===== src/hw/flash_host_pkg.sv =====
// constants and types shared by the flash suspend/bypass host controller
package flash_host_pkg;
    // pin and bus geometry
    localparam int ADDR_W   = 23;
    localparam int DATA_W   = 32;
    localparam int SECT_LSB = 16;
    localparam int SECTORS  = 128;
    localparam int CNT_W    = 8;

    // pin timing, figures in ns, counts rounded up to whole cycles
    localparam int CLK_PERIOD_NS = 8;
    localparam int T_SETUP_NS    = 10;
    localparam int T_WP_NS       = 50;
    localparam int T_WPH_NS      = 30;
    localparam int T_ACC_NS      = 120;
    localparam int SYNC_CYC      = 2;
    localparam logic [CNT_W-1:0] SETUP_CYC =
        CNT_W'((T_SETUP_NS + CLK_PERIOD_NS - 1) / CLK_PERIOD_NS);
    localparam logic [CNT_W-1:0] WP_CYC =
        CNT_W'((T_WP_NS + CLK_PERIOD_NS - 1) / CLK_PERIOD_NS);
    localparam logic [CNT_W-1:0] WPH_CYC =
        CNT_W'((T_WPH_NS + CLK_PERIOD_NS - 1) / CLK_PERIOD_NS);
    localparam logic [CNT_W-1:0] RD_CYC =
        CNT_W'((T_ACC_NS + CLK_PERIOD_NS - 1) / CLK_PERIOD_NS + SYNC_CYC);
    localparam logic [CNT_W-1:0] CNT_ONE = 8'h01;

    // accelerated program uses allowed per sector
    localparam logic [3:0] ACC_LIMIT = 4'hA;

    // flash command cycles
    localparam logic [ADDR_W-1:0] UNLOCK1_ADDR  = 23'h00_0555;
    localparam logic [ADDR_W-1:0] UNLOCK2_ADDR  = 23'h00_02AA;
    localparam logic [DATA_W-1:0] DAT_UNLOCK1   = 32'h0000_00AA;
    localparam logic [DATA_W-1:0] DAT_UNLOCK2   = 32'h0000_0055;
    localparam logic [DATA_W-1:0] DAT_BYP_ENTER = 32'h0000_0020;
    localparam logic [DATA_W-1:0] DAT_PROGRAM   = 32'h0000_00A0;
    localparam logic [DATA_W-1:0] DAT_BYP_EXIT1 = 32'h0000_0090;
    localparam logic [DATA_W-1:0] DAT_BYP_EXIT2 = 32'h0000_0000;
    localparam logic [DATA_W-1:0] DAT_RESET     = 32'h0000_00F0;
    localparam logic [DATA_W-1:0] DAT_ERS_SUSP  = 32'h0000_00B0;
    localparam logic [DATA_W-1:0] DAT_ERS_RES   = 32'h0000_0030;
    localparam logic [DATA_W-1:0] DAT_PRG_SUSP  = 32'h0000_00B0;
    localparam logic [DATA_W-1:0] DAT_PRG_RES   = 32'h0000_0030;
    localparam logic [DATA_W-1:0] DAT_NONE      = 32'h0000_0000;

    // operation codes written to the command register
    localparam logic [3:0] OP_READ      = 4'h0;
    localparam logic [3:0] OP_WRITE     = 4'h1;
    localparam logic [3:0] OP_ERS_SUSP  = 4'h2;
    localparam logic [3:0] OP_ERS_RES   = 4'h3;
    localparam logic [3:0] OP_PRG_SUSP  = 4'h4;
    localparam logic [3:0] OP_PRG_RES   = 4'h5;
    localparam logic [3:0] OP_BYP_ENTER = 4'h6;
    localparam logic [3:0] OP_BYP_PROG  = 4'h7;
    localparam logic [3:0] OP_BYP_EXIT  = 4'h8;
    localparam logic [3:0] OP_ABORT_RST = 4'h9;
    localparam logic [3:0] OP_POLL      = 4'hA;

    // register offsets and fields
    localparam logic [11:0] REG_CTRL   = 12'h000;
    localparam logic [11:0] REG_CMD    = 12'h004;
    localparam logic [11:0] REG_ADDR   = 12'h008;
    localparam logic [11:0] REG_WDATA  = 12'h00C;
    localparam logic [11:0] REG_STATUS = 12'h010;
    localparam logic [11:0] REG_RDATA  = 12'h014;
    localparam int CTRL_ACC_BIT = 0;
    localparam int CTRL_RST_BIT = 1;
    localparam int CMD_EXP_BIT  = 8;
    localparam int POLL_BIT     = 7;
    localparam int TOGGLE1_BIT  = 6;
    localparam logic [1:0] RESP_OKAY   = 2'b00;
    localparam logic [1:0] RESP_SLVERR = 2'b10;

    typedef enum logic [1:0] {PH_IDLE, PH_SETUP, PH_STROBE, PH_RECOVER} phase_e;
    typedef enum logic [1:0] {SQ_IDLE, SQ_ISSUE, SQ_WAIT} seq_e;
endpackage


===== src/hw/flash_bus_cycle.sv =====
// one asynchronous flash bus cycle, write or read, on the pins
`timescale 1ns/100ps
module flash_bus_cycle
    import flash_host_pkg::*;
(
    // clock and reset
    input  wire logic              core_clk,
    input  wire logic              rst,
    // request and answer
    input  wire logic              start,
    input  wire logic              wr,
    input  wire logic [ADDR_W-1:0] addr,
    input  wire logic [DATA_W-1:0] wdata,
    output logic                   done,
    output logic      [DATA_W-1:0] rdata,
    // flash pins
    output logic      [ADDR_W-1:0] flash_addr,
    output logic      [DATA_W-1:0] flash_dq_o,
    output logic                   flash_dq_oe,
    input  wire logic [DATA_W-1:0] flash_dq_i,
    output logic                   flash_ce_n,
    output logic                   flash_oe_n,
    output logic                   flash_we_n
);
    phase_e            phase_q;
    logic [CNT_W-1:0]  cnt_q;
    logic              wr_q;
    logic [DATA_W-1:0] dq_s1_q;
    logic [DATA_W-1:0] dq_s2_q;
    wire               last = (cnt_q == CNT_ONE);

    // two-flop capture of the data pins
    always_ff @(posedge core_clk) begin
        dq_s1_q <= flash_dq_i;
        dq_s2_q <= dq_s1_q;
    end

    always_ff @(posedge core_clk) begin
        if (rst) begin
            phase_q     <= PH_IDLE;
            cnt_q       <= '0;
            wr_q        <= 1'b0;
            done        <= 1'b0;
            rdata       <= '0;
            flash_addr  <= '0;
            flash_dq_o  <= '0;
            flash_dq_oe <= 1'b0;
            flash_ce_n  <= 1'b1;
            flash_oe_n  <= 1'b1;
            flash_we_n  <= 1'b1;
        end else begin
            done <= 1'b0;
            unique case (phase_q)
                PH_IDLE: if (start) begin
                    flash_addr  <= addr;
                    flash_dq_o  <= wdata;
                    flash_dq_oe <= wr;
                    flash_ce_n  <= 1'b0;
                    wr_q        <= wr;
                    cnt_q       <= SETUP_CYC;
                    phase_q     <= PH_SETUP;
                end
                PH_SETUP: if (last) begin
                    flash_we_n <= ~wr_q;
                    flash_oe_n <= wr_q;
                    cnt_q      <= wr_q ? WP_CYC : RD_CYC;
                    phase_q    <= PH_STROBE;
                end else begin
                    cnt_q <= cnt_q - CNT_ONE;
                end
                // strobe rises between reads so the toggle bits can advance
                PH_STROBE: if (last) begin
                    flash_we_n <= 1'b1;
                    flash_oe_n <= 1'b1;
                    if (!wr_q) begin
                        rdata <= dq_s2_q;
                    end
                    cnt_q   <= WPH_CYC;
                    phase_q <= PH_RECOVER;
                end else begin
                    cnt_q <= cnt_q - CNT_ONE;
                end
                PH_RECOVER: if (last) begin
                    flash_ce_n  <= 1'b1;
                    flash_dq_oe <= 1'b0;
                    done        <= 1'b1;
                    phase_q     <= PH_IDLE;
                end else begin
                    cnt_q <= cnt_q - CNT_ONE;
                end
            endcase
        end
    end
endmodule


===== src/hw/flash_suspend_bypass_status.sv =====
// host controller: suspend, resume, unlock bypass and status polling of a nor flash
`timescale 1ns/100ps
// Notes on behaviour
// - erase suspend carries the sector address
// - erase resume goes to the address register
// - program resume leaves program suspend
// - at most ten accelerated programs per sector
// - abort reset under acceleration: three cycles
// - bypass exit: 90h at sector, then 00h
module flash_suspend_bypass_status
    import flash_host_pkg::*;
(
    // clock and reset
    input  wire logic              core_clk,
    input  wire logic              rst,
    // axi4-lite slave
    input  wire logic [11:0]       s_axi_awaddr,
    input  wire logic              s_axi_awvalid,
    output logic                   s_axi_awready,
    input  wire logic [31:0]       s_axi_wdata,
    input  wire logic [3:0]        s_axi_wstrb,
    input  wire logic              s_axi_wvalid,
    output logic                   s_axi_wready,
    output logic      [1:0]        s_axi_bresp,
    output logic                   s_axi_bvalid,
    input  wire logic              s_axi_bready,
    input  wire logic [11:0]       s_axi_araddr,
    input  wire logic              s_axi_arvalid,
    output logic                   s_axi_arready,
    output logic      [31:0]       s_axi_rdata,
    output logic      [1:0]        s_axi_rresp,
    output logic                   s_axi_rvalid,
    input  wire logic              s_axi_rready,
    // flash pins
    output logic      [ADDR_W-1:0] flash_addr,
    output logic      [DATA_W-1:0] flash_dq_o,
    output logic                   flash_dq_oe,
    input  wire logic [DATA_W-1:0] flash_dq_i,
    output logic                   flash_ce_n,
    output logic                   flash_oe_n,
    output logic                   flash_we_n,
    output logic                   flash_reset_n,
    output logic                   protect_accelerate_pin_hv
);
    // last step index of each operation
    function automatic logic [1:0] last_step(input logic [3:0] op);
        if (op == OP_BYP_ENTER || op == OP_ABORT_RST) return 2'd2;
        if (op == OP_BYP_PROG || op == OP_BYP_EXIT) return 2'd1;
        return 2'd0;
    endfunction

    // {write, address, data} of one step
    function automatic logic [ADDR_W+DATA_W:0] step_of(input logic [3:0] op,
        input logic [1:0] idx, input logic [ADDR_W-1:0] a, input logic [DATA_W-1:0] d);
        logic [ADDR_W-1:0] ua;
        logic [DATA_W-1:0] ud;
        ua = (idx == 2'd1) ? UNLOCK2_ADDR : UNLOCK1_ADDR;
        ud = (idx == 2'd1) ? DAT_UNLOCK2 : DAT_UNLOCK1;
        unique case (op)
            OP_READ, OP_POLL: return {1'b0, a, DAT_NONE};
            OP_WRITE:         return {1'b1, a, d};
            OP_ERS_SUSP:      return {1'b1, a, DAT_ERS_SUSP};
            OP_ERS_RES:       return {1'b1, a, DAT_ERS_RES};
            OP_PRG_SUSP:      return {1'b1, a, DAT_PRG_SUSP};
            OP_PRG_RES:       return {1'b1, a, DAT_PRG_RES};
            OP_BYP_ENTER:     return {1'b1, ua, (idx == 2'd2) ? DAT_BYP_ENTER : ud};
            OP_BYP_PROG:      return (idx == 2'd0) ? {1'b1, UNLOCK1_ADDR, DAT_PROGRAM}
                                                   : {1'b1, a, d};
            OP_BYP_EXIT:      return {1'b1, a, (idx == 2'd0) ? DAT_BYP_EXIT1 : DAT_BYP_EXIT2};
            // abort reset sends all three cycles
            OP_ABORT_RST:     return {1'b1, ua, (idx == 2'd2) ? DAT_RESET : ud};
            default:          return {1'b0, a, DAT_NONE};
        endcase
    endfunction

    function automatic logic [31:0] merge(input logic [31:0] old, input logic [31:0] nw,
        input logic [3:0] strb);
        logic [31:0] m;
        m = old;
        for (int i = 0; i < 4; i++) begin
            if (strb[i]) m[i*8 +: 8] = nw[i*8 +: 8];
        end
        return m;
    endfunction

    // bus slave state
    logic              aw_hold_q;
    logic              w_hold_q;
    logic [11:0]       awaddr_q;
    logic [31:0]       w_data_q;
    logic [3:0]        w_strb_q;
    // software registers
    logic [1:0]        ctrl_q;
    logic [ADDR_W-1:0] reg_addr_q;
    logic [DATA_W-1:0] reg_wdata_q;
    logic [DATA_W-1:0] reg_rdata_q;
    // sequencer
    seq_e              seq_q;
    logic [3:0]        op_q;
    logic [1:0]        step_q;
    logic              exp_q;
    logic              start_q;
    logic              cyc_wr_q;
    logic [ADDR_W-1:0] cyc_addr_q;
    logic [DATA_W-1:0] cyc_data_q;
    logic              done_flag_q;
    logic              refused_q;
    logic              bypass_q;
    logic              ers_susp_q;
    logic              prg_susp_q;
    logic              prev_tog_q;
    logic              toggling_q;
    logic [3:0]        acc_uses_q [SECTORS];
    logic              cyc_done;
    logic [DATA_W-1:0] cyc_rdata;

    // write decode
    wire        wr_fire   = aw_hold_q && w_hold_q && !s_axi_bvalid;
    wire        wr_known  = awaddr_q inside {REG_CTRL, REG_CMD, REG_ADDR, REG_WDATA};
    wire [31:0] w_ctrl    = merge({30'd0, ctrl_q}, w_data_q, w_strb_q);
    wire [31:0] w_addr    = merge({{(32-ADDR_W){1'b0}}, reg_addr_q}, w_data_q, w_strb_q);
    wire        cmd_go    = wr_fire && awaddr_q == REG_CMD && |w_strb_q;
    wire [3:0]  cmd_op    = w_data_q[3:0];
    wire        acc_on    = protect_accelerate_pin_hv;
    wire        in_bypass = bypass_q || acc_on;
    wire [6:0]  sect      = reg_addr_q[ADDR_W-1:SECT_LSB];
    // acceleration budget per sector
    wire        acc_spent = acc_on && acc_uses_q[sect] >= ACC_LIMIT;
    wire        refuse    = seq_q != SQ_IDLE || cmd_op > OP_POLL
                            || (cmd_op == OP_BYP_PROG && (!in_bypass || acc_spent))
                            || (cmd_op == OP_BYP_EXIT && (!bypass_q || acc_on));
    wire        busy      = seq_q != SQ_IDLE;
    wire        step_end  = seq_q == SQ_WAIT && cyc_done;
    wire        poll_hit  = cyc_rdata[POLL_BIT] == exp_q;
    wire        op_end    = step_end && (op_q == OP_POLL ? poll_hit : step_q == last_step(op_q));
    wire [ADDR_W+DATA_W:0] step_word = step_of(op_q, step_q, reg_addr_q, reg_wdata_q);

    // read decode
    wire [31:0] status_word = {24'd0, acc_on, toggling_q, prg_susp_q, ers_susp_q,
                               in_bypass, refused_q, done_flag_q, busy};
    wire        rd_known = s_axi_araddr inside {REG_CTRL, REG_CMD, REG_ADDR, REG_WDATA,
                                                REG_STATUS, REG_RDATA};
    wire [31:0] rd_word  = s_axi_araddr == REG_CTRL   ? {30'd0, ctrl_q}
                         : s_axi_araddr == REG_ADDR   ? {{(32-ADDR_W){1'b0}}, reg_addr_q}
                         : s_axi_araddr == REG_WDATA  ? reg_wdata_q
                         : s_axi_araddr == REG_STATUS ? status_word
                         : s_axi_araddr == REG_RDATA  ? reg_rdata_q : 32'h0000_0000;

    // axi4-lite write and read channels
    always_ff @(posedge core_clk) begin
        if (rst) begin
            {aw_hold_q, w_hold_q, s_axi_bvalid, s_axi_rvalid} <= 4'h0;
            {s_axi_awready, s_axi_wready, s_axi_arready} <= 3'h7;
            awaddr_q    <= '0;
            w_data_q    <= '0;
            w_strb_q    <= '0;
            s_axi_bresp <= RESP_OKAY;
            s_axi_rresp <= RESP_OKAY;
            s_axi_rdata <= '0;
        end else begin
            if (s_axi_awvalid && s_axi_awready) begin
                aw_hold_q     <= 1'b1;
                awaddr_q      <= s_axi_awaddr;
                s_axi_awready <= 1'b0;
            end
            if (s_axi_wvalid && s_axi_wready) begin
                w_hold_q     <= 1'b1;
                w_data_q     <= s_axi_wdata;
                w_strb_q     <= s_axi_wstrb;
                s_axi_wready <= 1'b0;
            end
            if (wr_fire) begin
                {aw_hold_q, w_hold_q} <= 2'b00;
                s_axi_bvalid          <= 1'b1;
                s_axi_bresp           <= wr_known ? RESP_OKAY : RESP_SLVERR;
            end
            if (s_axi_bvalid && s_axi_bready) begin
                s_axi_bvalid                  <= 1'b0;
                {s_axi_awready, s_axi_wready} <= 2'b11;
            end
            if (s_axi_arvalid && s_axi_arready) begin
                s_axi_rdata   <= rd_word;
                s_axi_rresp   <= rd_known ? RESP_OKAY : RESP_SLVERR;
                s_axi_rvalid  <= 1'b1;
                s_axi_arready <= 1'b0;
            end
            if (s_axi_rvalid && s_axi_rready) begin
                s_axi_rvalid  <= 1'b0;
                s_axi_arready <= 1'b1;
            end
        end
    end

    // software registers and pin levels
    always_ff @(posedge core_clk) begin
        if (rst) begin
            ctrl_q                    <= '0;
            reg_addr_q                <= '0;
            reg_wdata_q               <= '0;
            flash_reset_n             <= 1'b0;
            protect_accelerate_pin_hv <= 1'b0;
        end else begin
            if (wr_fire && awaddr_q == REG_CTRL) ctrl_q <= w_ctrl[1:0];
            if (wr_fire && awaddr_q == REG_ADDR) reg_addr_q <= w_addr[ADDR_W-1:0];
            if (wr_fire && awaddr_q == REG_WDATA) begin
                reg_wdata_q <= merge(reg_wdata_q, w_data_q, w_strb_q);
            end
            flash_reset_n <= ~ctrl_q[CTRL_RST_BIT];
            if (!busy) protect_accelerate_pin_hv <= ctrl_q[CTRL_ACC_BIT];
        end
    end

    // operation sequencer
    always_ff @(posedge core_clk) begin
        if (rst) begin
            seq_q      <= SQ_IDLE;
            {op_q, step_q, exp_q, start_q} <= '0;
            cyc_wr_q   <= 1'b0;
            cyc_addr_q <= '0;
            cyc_data_q <= '0;
        end else begin
            start_q <= 1'b0;
            unique case (seq_q)
                SQ_IDLE: if (cmd_go && !refuse) begin
                    op_q   <= cmd_op;
                    exp_q  <= w_data_q[CMD_EXP_BIT];
                    step_q <= 2'd0;
                    seq_q  <= SQ_ISSUE;
                end
                SQ_ISSUE: begin
                    start_q                              <= 1'b1;
                    {cyc_wr_q, cyc_addr_q, cyc_data_q}   <= step_word;
                    seq_q                                <= SQ_WAIT;
                end
                SQ_WAIT: if (cyc_done) begin
                    seq_q <= op_end ? SQ_IDLE : SQ_ISSUE;
                    if (!op_end && op_q != OP_POLL) step_q <= step_q + 2'd1;
                end
                default: seq_q <= SQ_IDLE;
            endcase
        end
    end

    // flags, read data, mode tracking; a set wins over a clear
    always_ff @(posedge core_clk) begin
        if (rst || !flash_reset_n) begin
            {done_flag_q, refused_q, bypass_q, ers_susp_q, prg_susp_q} <= '0;
            {prev_tog_q, toggling_q} <= 2'b00;
            reg_rdata_q <= '0;
            for (int i = 0; i < SECTORS; i++) acc_uses_q[i] <= '0;
        end else begin
            if (cmd_go) refused_q <= refuse;
            if (cmd_go && !refuse) done_flag_q <= 1'b0;
            if (op_end) done_flag_q <= 1'b1;
            if (step_end && !cyc_wr_q) begin
                reg_rdata_q <= cyc_rdata;
                prev_tog_q  <= cyc_rdata[TOGGLE1_BIT];
                toggling_q  <= cyc_rdata[TOGGLE1_BIT] ^ prev_tog_q;
            end
            if (op_end) begin
                if (op_q == OP_BYP_ENTER) bypass_q <= 1'b1;
                if (op_q == OP_BYP_EXIT) bypass_q <= 1'b0;
                if (op_q == OP_ERS_SUSP) ers_susp_q <= 1'b1;
                if (op_q == OP_ERS_RES) ers_susp_q <= 1'b0;
                if (op_q == OP_PRG_SUSP) prg_susp_q <= 1'b1;
                if (op_q == OP_PRG_RES) prg_susp_q <= 1'b0;
                if (op_q == OP_BYP_PROG && acc_on) acc_uses_q[sect] <= acc_uses_q[sect] + 4'h1;
            end
        end
    end

    flash_bus_cycle u_cycle (
        .core_clk    (core_clk),
        .rst         (rst),
        .start       (start_q),
        .wr          (cyc_wr_q),
        .addr        (cyc_addr_q),
        .wdata       (cyc_data_q),
        .done        (cyc_done),
        .rdata       (cyc_rdata),
        .flash_addr  (flash_addr),
        .flash_dq_o  (flash_dq_o),
        .flash_dq_oe (flash_dq_oe),
        .flash_dq_i  (flash_dq_i),
        .flash_ce_n  (flash_ce_n),
        .flash_oe_n  (flash_oe_n),
        .flash_we_n  (flash_we_n)
    );
endmodule


===== config.mk =====
export PLATFORM = sky130hd
export DESIGN_NAME = flash_suspend_bypass_status
export DESIGN_NICKNAME = d
export VERILOG_FILES = /design/src/hw/flash_host_pkg.sv /design/src/hw/flash_bus_cycle.sv /design/src/hw/flash_suspend_bypass_status.sv
export SDC_FILE = /design/constraint.sdc
export NUM_CORES = 2
export LEC_CHECK = 0
export BUFFER_PORTS_ARGS = -buffer_cell sky130_fd_sc_hd__buf_2
export CAP_MARGIN = 20
export CORE_MARGIN = 3
export CORE_UTILIZATION = 35
export CTS_BUF_LIST = sky130_fd_sc_hd__clkbuf_4 sky130_fd_sc_hd__clkbuf_8
export DETAILED_ROUTE_END_ITERATION = 10
export PLACE_DENSITY_LB_ADDON = 0.25
export SYNTH_ARGS = -nofsm -noshare
export SYNTH_HDL_FRONTEND = slang
export SYNTH_SLANG_ARGS = --single-unit

===== constraint.sdc =====
create_clock -name core_clk -period 4.1 [get_ports core_clk]
set_clock_uncertainty 0.05 [all_clocks]
set_input_delay 0.41 -clock core_clk [delete_from_list [all_inputs] [get_ports core_clk]]
set_output_delay 0.41 -clock core_clk [all_outputs]
set_load 0.005 [all_outputs]

## Yosys cells after proc, flatten, opt, wreduce, memory -nomap -nowiden

Memory sizes are Yosys's and may differ from the RTL's. A register that Yosys moved wholly into a read port is not among the register bits.
Index checks and enable logic that the tools add are counted.

| operators by class | value |
|---|---|
| equal/unequal tests | 39 |
| multipliers | 0 |
| magnitude comparators | 2 |
| bitwise gates (word level) | 4 |
| mux-type cells | 72 |
| div/mod/pow operators | 0 |
| reductions and logical operators | 80 |
| add/subtract/negate cells | 3 |
| shift-type cells | 0 |

Operator list:

| operator | number |
|---|---|
| $pmux W56 S7 | 1 |
| $mux W32 | 5 |
| $mux W8 | 8 |
| $mux W55 | 1 |
| $eq A12 B4 Y1 const B | 4 |
| $pmux W8 S4 | 1 |
| $mux W2 | 15 |
| $reduce_and A2 Y1 | 15 |
| $mux W1 | 28 |
| $eq A12 B3 Y1 const B | 2 |
| $eq A12 B5 Y1 const B | 2 |
| $logic_not A12 Y1 | 2 |
| $logic_and A1 B1 Y1 | 21 |
| $mux W7 | 3 |
| $eq A4 B3 Y1 const B | 5 |
| $eq A4 B4 Y1 const B | 4 |
| $reduce_bool A2 Y1 | 8 |
| $reduce_or A2 Y1 | 6 |
| $mux W11 | 1 |
| $ne A2 B1 Y1 const B | 5 |
| $logic_or A1 B1 Y1 | 9 |
| $reduce_and A3 Y1 | 3 |
| $eq A2 B2 Y1 const B | 4 |
| $eq A4 B2 Y1 const B | 2 |
| 26 further kinds | 45 |

| word-level totals | value |
|---|---|
| memories kept | 1 |
| memory bits (read-only) | 0 |
| register bits | 422 |
| input port bits | 99 |
| output and inout port bits | 102 |
| RAM bits | 512 |
| latch bits | 0 |
| logic and storage cells | 253 |

Memories:

| memory | words | width | read ports | clocked after memory_dff | write ports | RTL line | source |
|---|---|---|---|---|---|---|---|
| acc_uses_q | 128 | 4 | 1 | 1 | 128 | flash_suspend_bypass_status.sv:113 | `logic [3:0] acc_uses_q [SECTORS];` |

## Depth between registers and ports, before layout

| depth | value |
|---|---|
| word-level depth | 14 |
| mapped depth | 15 |
| gate-level depth less buffers | 11 |

## Modules after synthesis

From an unflattened synthesis, not the netlist that was laid out.

| second synthesis, totals | value |
|---|---|
| cells, all modules | 3592 |
| area, all modules | 40605.2 um^2 |

By module, submodules not included:

| module | area an instance (um^2) | seq. area each (um^2) | cells each | instances |
|---|---|---|---|---|
| flash_suspend_bypass_status | 35370.2 | 20559.7 | 3035 | 1 |
| flash_bus_cycle | 5235.0 | 3343.2 | 557 | 1 |

## Worst setup path before layout

Ideal clock, no wire load.

| path | value |
|---|---|
| path kind | register -> register |
| from | reg (tool-made name) |
| to | mem acc_uses_q[116][1], data pin |
| cell stages (with the launch flop) | 15 |
| required time | 3.908 ns |
| library setup time | 0.142 ns |
| path buffers | 5 |
| period minus slack after synthesis | 3.678 ns |
| arrival time | 3.487 ns |
| path slack | 0.422 ns |
| cell sequence | dfxtp_1 -> buf_2 -> clkbuf_1 -> mux4_2 -> mux4_2 -> mux2i_1 -> o22ai_1 -> a311o_1 -> clkbuf_1 -> inv_1 -> ha_1 -> clkbuf_1 -> or3_1 -> buf_1 -> nor2_1 |

RTL lines:

| item | RTL line |
|---|---|
| to (decl) | flash_suspend_bypass_status.sv:113 |

==> impl_results.md <==
* Avg Inst Size Synth at 10.8 um2
* Worst-path clk slew at 60 ps
* Max Slew Vio Count at 0
* Most frequent cells in the layout: nand2_1, nor2_1, edfxtp_1
* Net switching power figure at 4.62 mW
* TritonCTS Sinks at 938
* Die height at 337 um
* Synth Flop Type: edfxtp_1
* DR vias/cell at between 5 and 6
* CP max stage cell: mux4_2
* WL per Instance at 22.4 um
* Pleak at 16.7 nW
* CTS tree: built
* Power Internal at 15.4 mW
* Area share of the largest cell type after synthesis at 40.0%
* Final RePlAce weighted congestion at 0.894
* Worst skew pair latency at 840 ps
* Vias in the first global route at 28,400
* Die footprint at roughly 110,000 um2
* Setup CP Type: flop to flop
* Seq/Total Area, Yosys at 62.2%
* Filler Cells Inserted at 10,300
* Status: complete, no violations
* Critical Path RT at between 4000 and 5000 ps
* Starting density of the core at 35.6%
* Port Buf Inserts at 198
* CP endpoint kind: flop
* CP Cell Sequence: buf_12 > mux4_2 > mux4_2 > mux2i_4 > buf_4 > o22ai_1 > a311o_2 > buf_4 > ha_1 > xor2_4 > buf_12 > bufbuf_16 > nor2_1
* Metal2 WL at between 50,000 and 60,000 um
* Core ar. at roughly 110,000 um2
* First-pass GRT wire length at 182,000 um
* Slew @ Worst Pin at 1080 ps
* Final hold violations at 0
* Pre-CTS WS at -133 ps
* Leading post-synthesis cells by cell area: edfxtp_1, dfxtp_1, mux4_2
* Routed WL at 122,000 um
* Max transition margin at 28.1%
* CTS H-tree depth at 4
* Maximum number of pins on one net before global-route repair at 200
* Final worst-path cycle share at 97.5%
* Fmax at approximately 0.25 GHz
* Switching Share at 23.1%
* RSZ-0062 raised after global routing: no
* GRT overflow at 0
* Max IR drop VDD at 322 uV
* Ys Warns at 0
* DRT antenna net count at 0
* Ports at approximately 200
* Seq pwr share at 51.6%
* WHS at approximately 160 ps
* Most common cell after layout, fill and taps aside: nand2_1
* EDFF count, synth at a little over 500
* Initial antenna violation count at 6
* Max-cap viol count at 0
* Root Driver: clkbuf_8
* DRC violations left at 0
* Logic pwr share at 4.8%
* Row cnt at 120
* Worst Hold Class: primary input to flop
* M1 WL at 51,400 um
* Leading area contributor after synthesis: edfxtp_1
* Final setup fails at 0
* Crit path largest cell delay at ~550 ps
* CTS Buffer Depth at 3
* Max Used Layer: met4
* Crit path time final at 4000 ps
* Async S/R FF share, synth at 0%
* Cts bufs inserted at around 160
* PnR worst setup slack at 103 ps
* Iter 0 DRT Violations at 3,152
* Clock Power Share at a little over two fifths
* Die width at approximately 340 um
* Met3 WL at around 9700 um
* NumNets Final at 4,005
* Synth-to-Final Area Change at 19.5%
* Critical Path Fanout Max at 23
* Number of library cell types mapped by synthesis at 68
* WP buf/inv at 5
* CP top delay family: multiplexers
* GRT Resource Usage Total at about a fifth
* Via count at between 20,000 and 30,000
* Synthesis-stage register bit count at 938
* DR pass1 iterations at 6
* Synthesized cell area at ~38,000 um2
* DP HPWL at about 80,000 um
* Crit start category: flop
* P per Cell Area at roughly 440 nW/um2
* Critical path data arrival time at 4510 ps
* Layout cells sized above 1 at around 19%
* Mapped Cells at roughly 3,600
state kept, by name (all words and copies together), names as in the netlist, 2 cells and up, named ones only:
| signal | count |
|---|---|
| cyc_addr_q | 23 |
| ctrl_q | 2 |
| u_cycle.dq_s2_q | 32 |
| u_cycle.rdata | 32 |
| reg_addr_q | 23 |
| w_strb_q | 4 |
| step_q | 2 |
| w_data_q | 32 |
| reg_wdata_q | 32 |
| seq_q | 2 |
| cyc_data_q | 32 |
| u_cycle.dq_s1_q | 32 |
| awaddr_q | 12 |
| u_cycle.flash_addr | 23 |
| s_axi_rdata | 32 |
| acc_uses_q | 512 |
| u_cycle.phase_q | 2 |
| op_q | 4 |
| u_cycle.flash_dq_o | 32 |
| u_cycle.cnt_q | 8 |
| reg_rdata_q | 32 |
final cells by class:
type	instances	area [um2]	share of cell area, %
Antenna cell	6	15.0	0.0327
Clock buffer	222	2830	6.16
Clock inverter	60	475	1.04
Inverter	22	82.6	0.180
Multi-Input combinational cell	2337	13400	29.1
Sequential cell	938	23900	52.1
Tap cell	1403	1760	3.82
Timing Repair Buffer	438	3480	7.59
power groups by stage:
stage | clock (mW) | combinational [mW] | sequential, mW
finish | 8.73 | 0.954 | 10.3
global route | 9.31 | 1.04 | 10.4
CTS | 8.88 | 0.948 | 10.3
detailed placement | 0 | 0.856 | 10.5
global placement | 0 | 0.850 | 10.5
floorplan | 0 | 0.527 | 10.5
Yosys cell counts (5+ instances only):
cell type  instances
nand2_1          739
nor2_1           654
edfxtp_1         512
dfxtp_1          426
a21oi_1          289
clkbuf_1         197
mux4_2           128
nand3_1           76
nor3_1            44
o21ai_0           42
a211oi_1          36
a22oi_1           32
buf_1             30
nand2b_1          26
o22ai_1           25
buf_2             24
buf_4             22
a222oi_1          21
mux2_2            21
inv_1             20
a221oi_1          18
nor2b_1           16
mux2i_1           14
and2_1            12
ha_1              11
or3_1             11
nand3b_1          10
nor4_1             9
and3_1             7
a2111oi_0          6
and3b_1            6
nand4_1            6
nor3b_1            5
o211ai_1           5
o31ai_1            5
cells by family after synthesis:
| family | Yosys count | synth area share (%) |
|---|---|---|
| multiplexers | 163 | 8.48 |
| XOR/XNOR | 8 | 0.182 |
| buffers and inverters | 299 | 3.29 |
| adder cells (fa/ha/maj) | 11 | 0.358 |
| flip-flops | 938 | 62.2 |
| AND/OR/NAND/NOR | 1636 | 17.3 |
| other | 1 | 0.00976 |
| AO/OA/AOI/OAI | 517 | 8.15 |
worst reg2reg max path: cells and delay by family (launching register included):
family / cells / cell delay [ps]
fa+ha+maj: 1 / 280
flops: 1 / 430
compound gates: 2 / 470
mux: 3 / 1240
xor+xnor: 1 / 170
simple gates: 1 / 60
buf+inv: 5 / 1040
routing by layer:
layer / global-route usage [%] / vias up
li1: - / 13200
met1: 28.8 / 14200
met2: 34.7 / 1225
met3: 3.78 / 196
met4: 6.70 / 0
met5: 0 / -
stage by stage:
| stage | setup TNS [ps] | cell area (um2) | util (%) | total power, mW | cells |
|---|---|---|---|---|---|
| CTS | 0 | 45800 | 42.4 | 20.2 | 5417 |
| finish | 0 | 45900 | 42.5 | 20.0 | 5426 |
| floorplan | 0 | 38400 | - | 11.0 | 3574 |
| detailed placement | -10770 | 41400 | 38.3 | 11.4 | 5028 |
| global route | 0 | 45900 | 42.5 | 20.7 | 5423 |
| global placement | -3160 | 41400 | 38.3 | 11.4 | 5027 |
path summary, 6_finish.rpt:
check / from / to / slack [ps] / cells after the start
worst max register to register: flop / acc_uses_q[127][2] / 100 / 13
worst min-delay path: flash_dq_i[4] / u_cycle.dq_s1_q[4] / 160 / 2
worst min register to register: u_cycle.dq_s1_q[4] / u_cycle.dq_s2_q[4] / 270 / 0
worst max-delay path: flop / acc_uses_q[127][2] / 100 / 13
timing repair:
action / in CTS / in global routing
resized for setup: 1 / 6
endpoints found under the hold margin: 133 / 0
hold buffers: 103 / 0
gates cloned: 1 / 2
pin swaps: 1 / 0
setup buffers: 3 / 0
endpoints found under the setup margin: 139 / 28
Power figures use the tool's default switching activity.
